$ cat config.mk
export PLATFORM = sky130hd
export DESIGN_NAME = cpti_top
export DESIGN_NICKNAME = d
export VERILOG_FILES = /design/src/cpti_pkg.sv /design/src/cpti_group_init.sv /design/src/cpti_mem.sv /design/src/cpti_top.sv
export SDC_FILE = /design/constraint.sdc
export NUM_CORES = 2
export LEC_CHECK = 0
export BUFFER_PORTS_ARGS = -buffer_cell sky130_fd_sc_hd__buf_2
export CAP_MARGIN = 20
export CORE_MARGIN = 2
export CORE_UTILIZATION = 40
export DETAILED_ROUTE_END_ITERATION = 8
export GPL_TIMING_DRIVEN = 0
export REMOVE_ABC_BUFFERS = 1
export SLEW_MARGIN = 0
export SYNTH_ARGS = -nofsm -noshare
export SYNTH_HDL_FRONTEND = slang
export SYNTH_SLANG_ARGS = --single-unit
$ cat constraint.sdc
create_clock -name clk -period 10.5 [get_ports clk]
set_input_delay 1.05 -clock clk [delete_from_list [all_inputs] [get_ports clk]]
set_output_delay 1.05 -clock clk [all_outputs]
set_load 0.01 [all_outputs]
$ cat src/cpti_pkg.sv
package cpti_pkg;

  // Geometry
  localparam int GROUPS      = 16;
  localparam int CHANNELS    = 32;
  localparam int CHAN_W      = 5;
  localparam int REG_W       = 8;
  localparam int IDX_W       = 11;
  localparam int ADR_W       = 16;
  localparam int DAT_W       = 32;
  localparam int SEL_W       = 4;
  localparam int PCM_W       = 8;

  // Register indices; byte address is four times the index
  localparam logic [IDX_W-1:0] IDX_MAIN_CTL_BASE = 11'h400;
  localparam logic [IDX_W-1:0] IDX_MAIN_CTL_LAST = 11'h40f;
  localparam logic [IDX_W-1:0] IDX_IRQ_FIFO      = 11'h410;
  localparam logic [IDX_W-1:0] IDX_TEST          = 11'h411;
  localparam logic [IDX_W-1:0] IDX_CHAN_LAST     = 11'h3ff;
  localparam logic [4:0]       CHAN_STATUS_OFF   = 5'h02;
  localparam int               ADR_IDX_LSB       = 2;

  // Main control register fields
  localparam int BIT_GROUP_POWER_ON  = 0;
  localparam int BIT_TONE_IRQ_MASK_A = 3;
  localparam int BIT_TONE_IRQ_MASK_B = 4;
  localparam int BIT_GLOBAL_IRQ_MASK = 5;

  // Channel status register fields
  localparam int BIT_TONE_PRESENT    = 0;
  localparam int BIT_INIT_BUSY       = 1;

  // Interrupt FIFO read word: channel low, empty flag high
  localparam int BIT_FIFO_EMPTY      = 7;

  // Reset values
  localparam logic [REG_W-1:0] REG_RESET = 8'h00;

  // Interrupt FIFO: detect plus release for every channel
  localparam int FIFO_AW    = 6;
  localparam int FIFO_DEPTH = 2 * CHANNELS;
  localparam logic [FIFO_AW:0] FIFO_FULL = 7'h40;

  // Frame counts
  localparam logic [1:0] INIT_FRAMES   = 2'h2;
  localparam int         BYPASS_FRAMES = 2;
  localparam int         BYP_AW        = CHAN_W + 1;

  // Bus sequencer, one bit changes per step except ANSWER back to IDLE
  typedef enum logic [1:0] {
    BUS_IDLE   = 2'b00,
    BUS_FETCH  = 2'b01,
    BUS_ANSWER = 2'b11
  } cpti_bus_type;

endpackage

$ cat src/cpti_group_init.sv
`timescale 1ns/100ps
// Per-group power-up edge detect and two-frame initialisation timer
module cpti_group_init (
  // Clock and reset
  input  wire logic clk,
  input  wire logic sys_rst,
  // Control
  input  wire logic group_power_on,
  input  wire logic frame_pulse_in,
  // Status
  output logic      init_busy
);
  import cpti_pkg::*;

  logic       power_q_r;   // Registered copy of the power bit
  logic [1:0] frames_r;    // Frame boundaries still to pass
  logic       rise;        // Zero-to-one edge of the power bit

  assign rise = group_power_on & ~power_q_r; // [RULE_22]

  // Edge capture and frame countdown
  always_ff @(posedge clk) begin
    if (sys_rst) begin
      power_q_r <= 1'b0;
      frames_r  <= '0;
      init_busy <= 1'b0;
    end else begin
      power_q_r <= group_power_on; // [RULE_22]
      if (!group_power_on) begin
        // Power-down aborts an unfinished init
        frames_r  <= '0;
        init_busy <= 1'b0;
      end else if (rise) begin
        frames_r  <= INIT_FRAMES; // [RULE_08]
        init_busy <= 1'b1;
      end else if (init_busy && frame_pulse_in) begin
        frames_r  <= frames_r - 2'h1;
        init_busy <= (frames_r != 2'h1);
      end
    end
  end

endmodule // cpti_group_init

$ cat src/cpti_mem.sv
`timescale 1ns/100ps
// Simple dual-port memory, read data registered, read-before-write
module cpti_mem #(
  parameter int W  = 8,
  parameter int AW = 6
) (
  // Clock and reset
  input  wire logic          clk,
  input  wire logic          sys_rst,
  // Write port
  input  wire logic          wr_en,
  input  wire logic [AW-1:0] wr_addr,
  input  wire logic [W-1:0]  wr_data,
  // Read port
  input  wire logic          rd_en,
  input  wire logic [AW-1:0] rd_addr,
  output logic      [W-1:0]  rd_data
);

  logic [W-1:0] mem_r [0:(1<<AW)-1];  // Storage, no reset needed

  // Array write
  always_ff @(posedge clk) begin
    if (wr_en) begin
      mem_r[wr_addr] <= wr_data;
    end
  end

  // Registered read returns the old word on a same-address write
  always_ff @(posedge clk) begin
    if (sys_rst) begin
      rd_data <= '0;
    end else if (rd_en) begin
      rd_data <= mem_r[rd_addr];
    end
  end

endmodule // cpti_mem

$ cat src/cpti_top.sv
// Added by the designer: the Wishbone interface to the registers and the placing of the registers.
`timescale 1ns/100ps
// Summary of operation
// [RULE_01] Host holds reset low at least 100 us
// [RULE_02] Reset parks device, all outputs released
// [RULE_03] Reset zeroes main control, FIFO, test registers
// [RULE_04] Host waits 500 us for clock lock
// [RULE_05] Optional second reset pulse 500-1500 ns
// [RULE_06] Or software reset: power bits on, off
// [RULE_07] Host waits relock, then powers groups individually
// [RULE_08] Power bit rising edge starts group initialisation
// [RULE_09] Host waits two frames before channel setup
// [RULE_10] Powered-down group bypasses PCM, two-frame delay
// [RULE_11] Host clears filter by one-frame bypass
// [RULE_12] Host resets cancellers before progress tones
// [RULE_13] Tone detect and release each raise event
// [RULE_14] Events queue channel numbers in FIFO
// [RULE_15] Interrupt pin releases per read, repulses pending
// [RULE_16] Channel status shows tone disable present
// [RULE_17] Global mask bit 5 suppresses all interrupts
// [RULE_18] Bits 4 and 3 mask cancellers B, A
// [RULE_19] Main control at 400h, FIFO 410h, test 411h
// [RULE_20] Status at offset 02h within 32-byte block
// [RULE_21] FIFO holds 64 events, reports empty
// [RULE_22] Registered power bit copy for edge detect
module cpti_top (
  // Clock and reset
  input  wire logic                            clk,
  input  wire logic                            sys_rst,
  // Wishbone slave
  input  wire logic                            wb_cyc_i,
  input  wire logic                            wb_stb_i,
  input  wire logic                            wb_we_i,
  input  wire logic [cpti_pkg::ADR_W-1:0]      wb_adr_i,
  input  wire logic [cpti_pkg::SEL_W-1:0]      wb_sel_i,
  input  wire logic [cpti_pkg::DAT_W-1:0]      wb_dat_i,
  output logic      [cpti_pkg::DAT_W-1:0]      wb_dat_o,
  output logic                                 wb_ack_o,
  // Frame timing
  input  wire logic                            frame_pulse_in,
  // Tone detector levels, one per channel
  input  wire logic [cpti_pkg::CHANNELS-1:0]   tone_detect_in,
  // PCM sample slots
  input  wire logic                            pcm_valid_in,
  input  wire logic [cpti_pkg::CHAN_W-1:0]     pcm_chan_in,
  input  wire logic [cpti_pkg::PCM_W-1:0]      rin_in,
  input  wire logic [cpti_pkg::PCM_W-1:0]      sin_in,
  input  wire logic [cpti_pkg::PCM_W-1:0]      ec_rout_in,
  input  wire logic [cpti_pkg::PCM_W-1:0]      ec_sout_in,
  output logic                                 pcm_valid_out,
  output logic [cpti_pkg::CHAN_W-1:0]          pcm_chan_out,
  output logic [cpti_pkg::PCM_W-1:0]           rout_out,
  output logic [cpti_pkg::PCM_W-1:0]           sout_out,
  output logic                                 pcm_oe,
  // Group state to the canceller datapath
  output logic [cpti_pkg::GROUPS-1:0]          group_power_on,
  output logic [cpti_pkg::GROUPS-1:0]          group_init_busy,
  // Interrupt pin
  output logic                                 irq_n,
  output logic                                 irq_oe
);
  import cpti_pkg::*;

  // First set bit, used by the event arbiter
  function automatic logic [CHAN_W:0] first_one(input logic [CHANNELS-1:0] v);
    logic [CHAN_W:0] res;
    res = '0;
    for (int i = CHANNELS - 1; i >= 0; i--) begin
      if (v[i]) begin
        res = {1'b1, CHAN_W'(i)};
      end
    end
    return res;
  endfunction

  // Mask decode for one channel
  function automatic logic chan_masked(input logic [REG_W-1:0] ctl,
                                       input logic             is_b);
    return is_b ? ctl[BIT_TONE_IRQ_MASK_B] : ctl[BIT_TONE_IRQ_MASK_A];
  endfunction

  // Register state
  logic [REG_W-1:0]    ctl_r [GROUPS];   // Main control registers
  logic [REG_W-1:0]    test_r;           // Test register, storage only
  cpti_bus_type        bus_r;            // Bus sequencer
  logic                we_r;             // Latched direction
  logic [IDX_W-1:0]    idx_r;            // Latched register index
  logic [REG_W-1:0]    wdat_r;           // Latched write byte
  logic                lane_r;           // Low byte lane enabled
  logic                fifo_empty_r;     // FIFO was empty at the read

  // Event and FIFO state
  logic [CHANNELS-1:0] tone_q_r;         // Previous tone levels
  logic [CHANNELS-1:0] pend_r;           // Events awaiting the FIFO
  logic [FIFO_AW-1:0]  wr_ptr_r;
  logic [FIFO_AW-1:0]  rd_ptr_r;
  logic [FIFO_AW:0]    count_r;
  logic [CHAN_W-1:0]   fifo_rdata;

  // Bypass delay state
  logic                bank_r;           // Frame parity selects bank
  logic                byp_valid_r;
  logic [CHAN_W-1:0]   byp_chan_r;
  logic [PCM_W-1:0]    ec_rout_r;
  logic [PCM_W-1:0]    ec_sout_r;
  logic [2*PCM_W-1:0]  byp_rdata;

  // Bus decode
  wire logic [IDX_W-1:0] idx      = wb_adr_i[ADR_IDX_LSB +: IDX_W];
  wire logic             req      = wb_cyc_i & wb_stb_i & (bus_r == BUS_IDLE) & ~wb_ack_o;
  wire logic             hit_fifo = (idx == IDX_IRQ_FIFO);
  wire logic             fifo_pop = req & ~wb_we_i & hit_fifo & (count_r != '0); // [RULE_14]
  wire logic             apply    = (bus_r == BUS_FETCH);
  wire logic             is_ctl   = (idx_r >= IDX_MAIN_CTL_BASE) &&
                                    (idx_r <= IDX_MAIN_CTL_LAST); // [RULE_19]
  wire logic             is_chan  = (idx_r <= IDX_CHAN_LAST);
  wire logic [3:0]       ctl_sel  = idx_r[3:0];
  wire logic [CHAN_W-1:0] st_chan = idx_r[9:5];
  wire logic             is_stat  = is_chan && (idx_r[4:0] == CHAN_STATUS_OFF); // [RULE_20]
  wire logic             gmask    = ctl_r[0][BIT_GLOBAL_IRQ_MASK]; // [RULE_17]

  // Event detection and arbitration
  wire logic [CHANNELS-1:0] tone_chg = tone_detect_in ^ tone_q_r; // [RULE_13]
  logic      [CHANNELS-1:0] tone_ok;
  wire logic [CHAN_W:0]     pick     = first_one(pend_r);
  wire logic                push     = pick[CHAN_W] && (count_r != FIFO_FULL); // [RULE_21]
  wire logic [CHANNELS-1:0] grant    = push ? (CHANNELS'(1) << pick[CHAN_W-1:0]) : '0;
  wire logic                fifo_rd_answer = apply & ~we_r & (idx_r == IDX_IRQ_FIFO);

  // Per-channel masks
  always_comb begin
    for (int c = 0; c < CHANNELS; c++) begin
      tone_ok[c] = ~gmask & ~chan_masked(ctl_r[c/2], c[0]); // [RULE_18] [RULE_17]
    end
  end

  // Group outputs through one register after the control flops
  always_ff @(posedge clk) begin
    for (int g = 0; g < GROUPS; g++) begin
      group_power_on[g] <= sys_rst ? 1'b0 : ctl_r[g][BIT_GROUP_POWER_ON];
    end
  end

  // Initialisation timers, one per group
  for (genvar g = 0; g < GROUPS; g++) begin : g_init
    cpti_group_init u_init (
      .clk            (clk),
      .sys_rst        (sys_rst),
      .group_power_on (ctl_r[g][BIT_GROUP_POWER_ON]),
      .frame_pulse_in (frame_pulse_in),
      .init_busy      (group_init_busy[g])
    );
  end

  // Bus sequencer: take, fetch, answer
  always_ff @(posedge clk) begin
    if (sys_rst) begin
      bus_r  <= BUS_IDLE;
      we_r   <= 1'b0;
      idx_r  <= '0;
      wdat_r <= '0;
      lane_r <= 1'b0;
      fifo_empty_r <= 1'b0;
    end else begin
      case (bus_r)
        BUS_IDLE: begin
          if (req) begin
            bus_r  <= BUS_FETCH;
            we_r   <= wb_we_i;
            idx_r  <= idx;
            wdat_r <= wb_dat_i[REG_W-1:0];
            lane_r <= wb_sel_i[0];
            fifo_empty_r <= (count_r == '0);
          end
        end
        BUS_FETCH:  bus_r <= BUS_ANSWER;
        BUS_ANSWER: bus_r <= BUS_IDLE;
        default:    bus_r <= BUS_IDLE;
      endcase
    end
  end

  // Answer: ack and read data for one cycle
  always_ff @(posedge clk) begin
    if (sys_rst) begin
      wb_ack_o <= 1'b0;
      wb_dat_o <= '0;
    end else begin
      wb_ack_o <= apply;
      if (apply && !we_r) begin
        if (is_ctl) begin
          wb_dat_o <= DAT_W'(ctl_r[ctl_sel]);
        end else if (idx_r == IDX_IRQ_FIFO) begin
          // Empty flag instead of a stale channel number
          wb_dat_o <= fifo_empty_r ? DAT_W'(1) << BIT_FIFO_EMPTY
                                   : DAT_W'(fifo_rdata); // [RULE_21] [RULE_14]
        end else if (idx_r == IDX_TEST) begin
          wb_dat_o <= DAT_W'(test_r);
        end else if (is_stat) begin
          wb_dat_o <= (DAT_W'(tone_q_r[st_chan]) << BIT_TONE_PRESENT) |
                      (DAT_W'(group_init_busy[st_chan[CHAN_W-1:1]]) << BIT_INIT_BUSY); // [RULE_16]
        end else begin
          // Unmapped and other channel registers read zero
          wb_dat_o <= '0;
        end
      end else begin
        wb_dat_o <= '0;
      end
    end
  end

  // Register writes land as the ack rises
  always_ff @(posedge clk) begin
    if (sys_rst) begin
      for (int g = 0; g < GROUPS; g++) begin
        ctl_r[g] <= REG_RESET; // [RULE_03]
      end
      test_r <= REG_RESET; // [RULE_03]
    end else if (apply && we_r && lane_r) begin
      if (is_ctl) begin
        ctl_r[ctl_sel] <= wdat_r;
      end else if (idx_r == IDX_TEST) begin
        test_r <= wdat_r;
      end
    end
  end

  // Pending events; a new event beats the grant that clears it
  always_ff @(posedge clk) begin
    if (sys_rst) begin
      tone_q_r <= '0;
      pend_r   <= '0;
    end else begin
      tone_q_r <= tone_detect_in;
      pend_r   <= (pend_r & ~grant) | (tone_chg & tone_ok); // [RULE_13]
    end
  end

  // FIFO pointers and fill count
  always_ff @(posedge clk) begin
    if (sys_rst) begin
      wr_ptr_r <= '0;
      rd_ptr_r <= '0;
      count_r  <= '0; // [RULE_03]
    end else begin
      if (push) begin
        wr_ptr_r <= wr_ptr_r + 1'b1;
      end
      if (fifo_pop) begin
        rd_ptr_r <= rd_ptr_r + 1'b1;
      end
      count_r <= count_r + (FIFO_AW+1)'(push) - (FIFO_AW+1)'(fifo_pop);
    end
  end

  // Channel-number queue
  cpti_mem #(.W(CHAN_W), .AW(FIFO_AW)) u_fifo_mem (
    .clk     (clk),
    .sys_rst (sys_rst),
    .wr_en   (push),
    .wr_addr (wr_ptr_r),
    .wr_data (pick[CHAN_W-1:0]), // [RULE_14]
    .rd_en   (fifo_pop),
    .rd_addr (rd_ptr_r),
    .rd_data (fifo_rdata)
  );

  // Interrupt pin: high during reset-release and on each FIFO read answer
  always_ff @(posedge clk) begin
    if (sys_rst) begin
      irq_n  <= 1'b1;
      irq_oe <= 1'b0; // [RULE_02]
    end else begin
      irq_oe <= 1'b1;
      irq_n  <= ~((count_r != '0) & ~gmask & ~fifo_rd_answer); // [RULE_15] [RULE_17]
    end
  end

  // Frame parity for the two-bank delay line
  always_ff @(posedge clk) begin
    if (sys_rst) begin
      bank_r <= 1'b0;
    end else if (frame_pulse_in) begin
      bank_r <= ~bank_r;
    end
  end

  // Bypass store: a slot read before it is rewritten is two frames old
  cpti_mem #(.W(2*PCM_W), .AW(BYP_AW)) u_byp_mem (
    .clk     (clk),
    .sys_rst (sys_rst),
    .wr_en   (pcm_valid_in),
    .wr_addr ({bank_r, pcm_chan_in}),
    .wr_data ({rin_in, sin_in}),
    .rd_en   (pcm_valid_in),
    .rd_addr ({bank_r, pcm_chan_in}),
    .rd_data (byp_rdata)
  ); // [RULE_10]

  // Align canceller output with the delayed bypass word
  always_ff @(posedge clk) begin
    if (sys_rst) begin
      byp_valid_r <= 1'b0;
      byp_chan_r  <= '0;
      ec_rout_r   <= '0;
      ec_sout_r   <= '0;
    end else begin
      byp_valid_r <= pcm_valid_in;
      byp_chan_r  <= pcm_chan_in;
      ec_rout_r   <= ec_rout_in;
      ec_sout_r   <= ec_sout_in;
    end
  end

  // PCM outputs; a powered-down group takes the delayed input
  always_ff @(posedge clk) begin
    if (sys_rst) begin
      pcm_valid_out <= 1'b0;
      pcm_chan_out  <= '0;
      rout_out      <= '0;
      sout_out      <= '0;
      pcm_oe        <= 1'b0; // [RULE_02]
    end else begin
      pcm_oe        <= 1'b1;
      pcm_valid_out <= byp_valid_r;
      pcm_chan_out  <= byp_chan_r;
      if (!ctl_r[byp_chan_r[CHAN_W-1:1]][BIT_GROUP_POWER_ON]) begin
        rout_out <= byp_rdata[2*PCM_W-1:PCM_W]; // [RULE_10]
        sout_out <= byp_rdata[PCM_W-1:0];       // [RULE_10]
      end else begin
        rout_out <= ec_rout_r;
        sout_out <= ec_sout_r;
      end
    end
  end

endmodule // cpti_top

==> impl_metrics.json <==
{
  "drt_first_pass_iters": 5,
  "required_ps": 11020,
  "min_period_over_period_pct": 48.8,
  "port_buffers": 161,
  "layout.nets": 4668,
  "worst-path-buf-inv": 3,
  "first_global_vias": 38700,
  "final_common_cell": "edfxtp_1",
  "reg2reg_from": "count_r[2]$_SDFF_PP0_",
  "r2r_setup_slack_ps": 6350,
  "hold_path.class": "in -> reg",
  "yosys_register_bits": 1732,
  "cpLargestDelayFamily": "simple AND/OR/NAND/NOR gates",
  "cts_sinks": 1732,
  "drive_gt1_share_pct": 20.0,
  "cts_resized": 0,
  "maxUsedRoutingLayer": "met5",
  "gr-usage-all-layers_pct": 21.0,
  "cp-end-kind": "flip-flop",
  "clk_latency_ps": 840,
  "rows": 152,
  "cts_root_buffer": "clkbuf_16",
  "fin_crit_ps": 5130,
  "final_area_um2": 79800,
  "worstHoldPathCells": 2,
  "num_io_pins": 218,
  "regArea_um2": 49400,
  "crit_fanout": 103,
  "dpl-instance-area_um2": 73700,
  "numPlacedInstances": 6636,
  "fin_setup_tns_ps": 0,
  "peakVddDrop_uv": 148,
  "fin_worst_skew_ps": 72.1,
  "cts_max_path_buffers": 3,
  "max_cap_viol_count": 0,
  "wl_met2_mm": 88.7,
  "wl_met3_mm": 14.8,
  "core_area_um2": 171000,
  "yosysSeqAreaShare_pct": 71.8,
  "synth_area_um2": 68900,
  "start_util_pct": 40.2,
  "die-area_um2": 175000,
  "stdcell_count": 6977,
  "synth_area_per_cell_um2": 16.0,
  "worst-path-stages": 7,
  "finalPower_mw": 15.5,
  "synthDistinctLibCells": 80,
  "hold_viol_final": 0,
  "rsz0062_at_grt": "no",
  "syn_to_final_growth_pct": 15.9,
  "path_common_cell": "nand2_1",
  "multiInputGateArea_um2": 18100,
  "relSlewSlack_pct": 16.3,
  "via_count": 39600,
  "leakage_nw": 26.4,
  "min_from": "ec_rout_in[0]",
  "postCtsSetupBuffers": 0,
  "cts_buffers": 181,
  "ant_nets": 0,
  "drc": 0,
  "tightest_slew_ps": 1260,
  "cts_tree": "done",
  "wire_per_inst_um": 26.8,
  "crit_chain": "buf_8 -> buf_16 -> nand2_1 -> nor2_1 -> nand2_1 -> nor2_2 -> buf_6",
  "holdWs_ps": 421,
  "cpPeakStageDelay_ps": 990,
  "routed_wl_mm": 187,
  "clock.fmax_mhz": 195,
  "critPathArrivalTime_ps": 5640,
  "worstSetupPathType": "in -> reg",
  "antenna_found_initial": 6,
  "grt_max_degree": 104,
  "fin_util_pct": 46.6,
  "syn_inst": 4317,
  "synth_edf_count": 1472,
  "gp_congestion": 0.880,
  "ys.flop_type": "edfxtp_1",
  "drt_iter0_markers": 4236,
  "h-tree-depth": 4,
  "avgViaCountPerCell": 5.68,
  "outcome": "complete, no violations",
  "min_to": "ec_rout_r[0]$_SDFF_PP0_",
  "fillers": 14600,
  "overflow": 0,
  "die_h_um": 419,
  "place_hpwl_mm": 119,
  "wl_met1_mm": 76.2,
  "finalWorstSetupSlack_ps": 5370,
  "grt_pass1_wl_mm": 269,
  "setup_viol": 0,
  "r2r_end": "count_r[6]$_SDFF_PP0_",
  "p_per_area_nw_per_um2": 195,
  "clkTransAtPathRegs_ps": 60,
  "worstSetupStartpointType": "primary input",
  "die_w_um": 419,
  "yosys_warnings": 0,
  "reg2reg_depth": 17,
  "cts-hold-fix-buffers": 0,
  "async_flop_share_pct": 0,
  "slew_violations": 0,
  "critPathSlowestCell": "nor2_1",
  "place_ws_ps": 4670,
  "final_cell_mix": "edfxtp_1, mux2i_1, dfxtp_1"
}
kinds of logic (layout without fill, tap and decap cells):
group	Yosys count	in the layout	share of synthesized area, %
flops	1732	1732	71.8
compound gates	694	694	6.97
mux	517	517	11.1
xor+xnor	63	63	0.801
buf+inv	364	687	2.53
other cells	1	28	0.00545
simple gates	918	918	6.35
fa+ha+maj	28	28	0.520
power by group:
| part | switching, mW | internal, mW |
|---|---|---|
| Sequential | 0.110 | 7.72 |
| Combinational | 0.878 | 0.416 |
| Clock | 2.75 | 3.65 |
| Total | 3.74 | 11.8 |
state kept, by name, indices dropped and copies added (netlist names), 11 cells and up, named ones only:
signal / cells
u_fifo_mem.mem_r: 320
idx_r: 11
u_byp_mem.mem_r: 1024
pend_r: 32
u_byp_mem.rd_data: 16
g_init.u_init.frames_r: 32
g_init.u_init.init_busy: 16
ctl_r: 128
group_power_on: 16
tone_q_r: 32
how the worst max path moves through the flow:
| stage | from | to | slack [ps] |
|---|---|---|---|
| after global routing | pcm_chan_in[0] | u_byp_mem.mem_r[31][8]$_DFFE_PP_ | 5400 |
| after global placement | pcm_chan_in[2] | u_byp_mem.mem_r[25][8]$_DFFE_PP_ | -6510 |
| after CTS | pcm_chan_in[0] | u_byp_mem.mem_r[31][3]$_DFFE_PP_ | 5550 |
| final | pcm_chan_in[0] | u_byp_mem.mem_r[31][8]$_DFFE_PP_ | 5370 |
| after detailed placement | pcm_chan_in[0] | u_byp_mem.mem_r[31][11]$_DFFE_PP_ | 4670 |
| after floorplan | rd_ptr_r[1]$_SDFFE_PP0P_ | u_fifo_mem.rd_data[3]$_SDFFE_PP0P_ | 5360 |
area by class of cell:
cell class / instances / share of cell area (%)
sequential: 1732 / 61.9
multi-input combinational: 2244 / 22.7
clock buffer: 238 / 6.21
timing repair buffer: 296 / 3.97
tap: 2310 / 3.62
clock inverter: 96 / 1.29
inverter: 57 / 0.292
antenna: 4 / 0.0125
Yosys cell counts (all sizes together), types with 56 or more instances:
library cell  instances  share of area (%)
clkbuf              118               0.64
a221oi               92                1.2
and2                135                1.2
edfxtp             1472                 64
mux4                189                6.2
dfxtp               260                7.6
a21oi               163                1.2
a22oi               103                1.1
nor2b                71               0.65
mux2i               261                3.8
o21ai                96               0.70
mux2                 67                1.1
xnor2                56               0.71
buf                 189                1.6
nor2                295                1.6
nand2               236                1.3
metal layers:
layer / GRT usage (%) / up-vias
li1: - / 17200
met1: 28.3 / 20400
met2: 33.5 / 1708
met3: 4.34 / 346
met4: 8.00 / 8
met5: 0 / -
No activity file was read; power rests on OpenSTA's default activity.
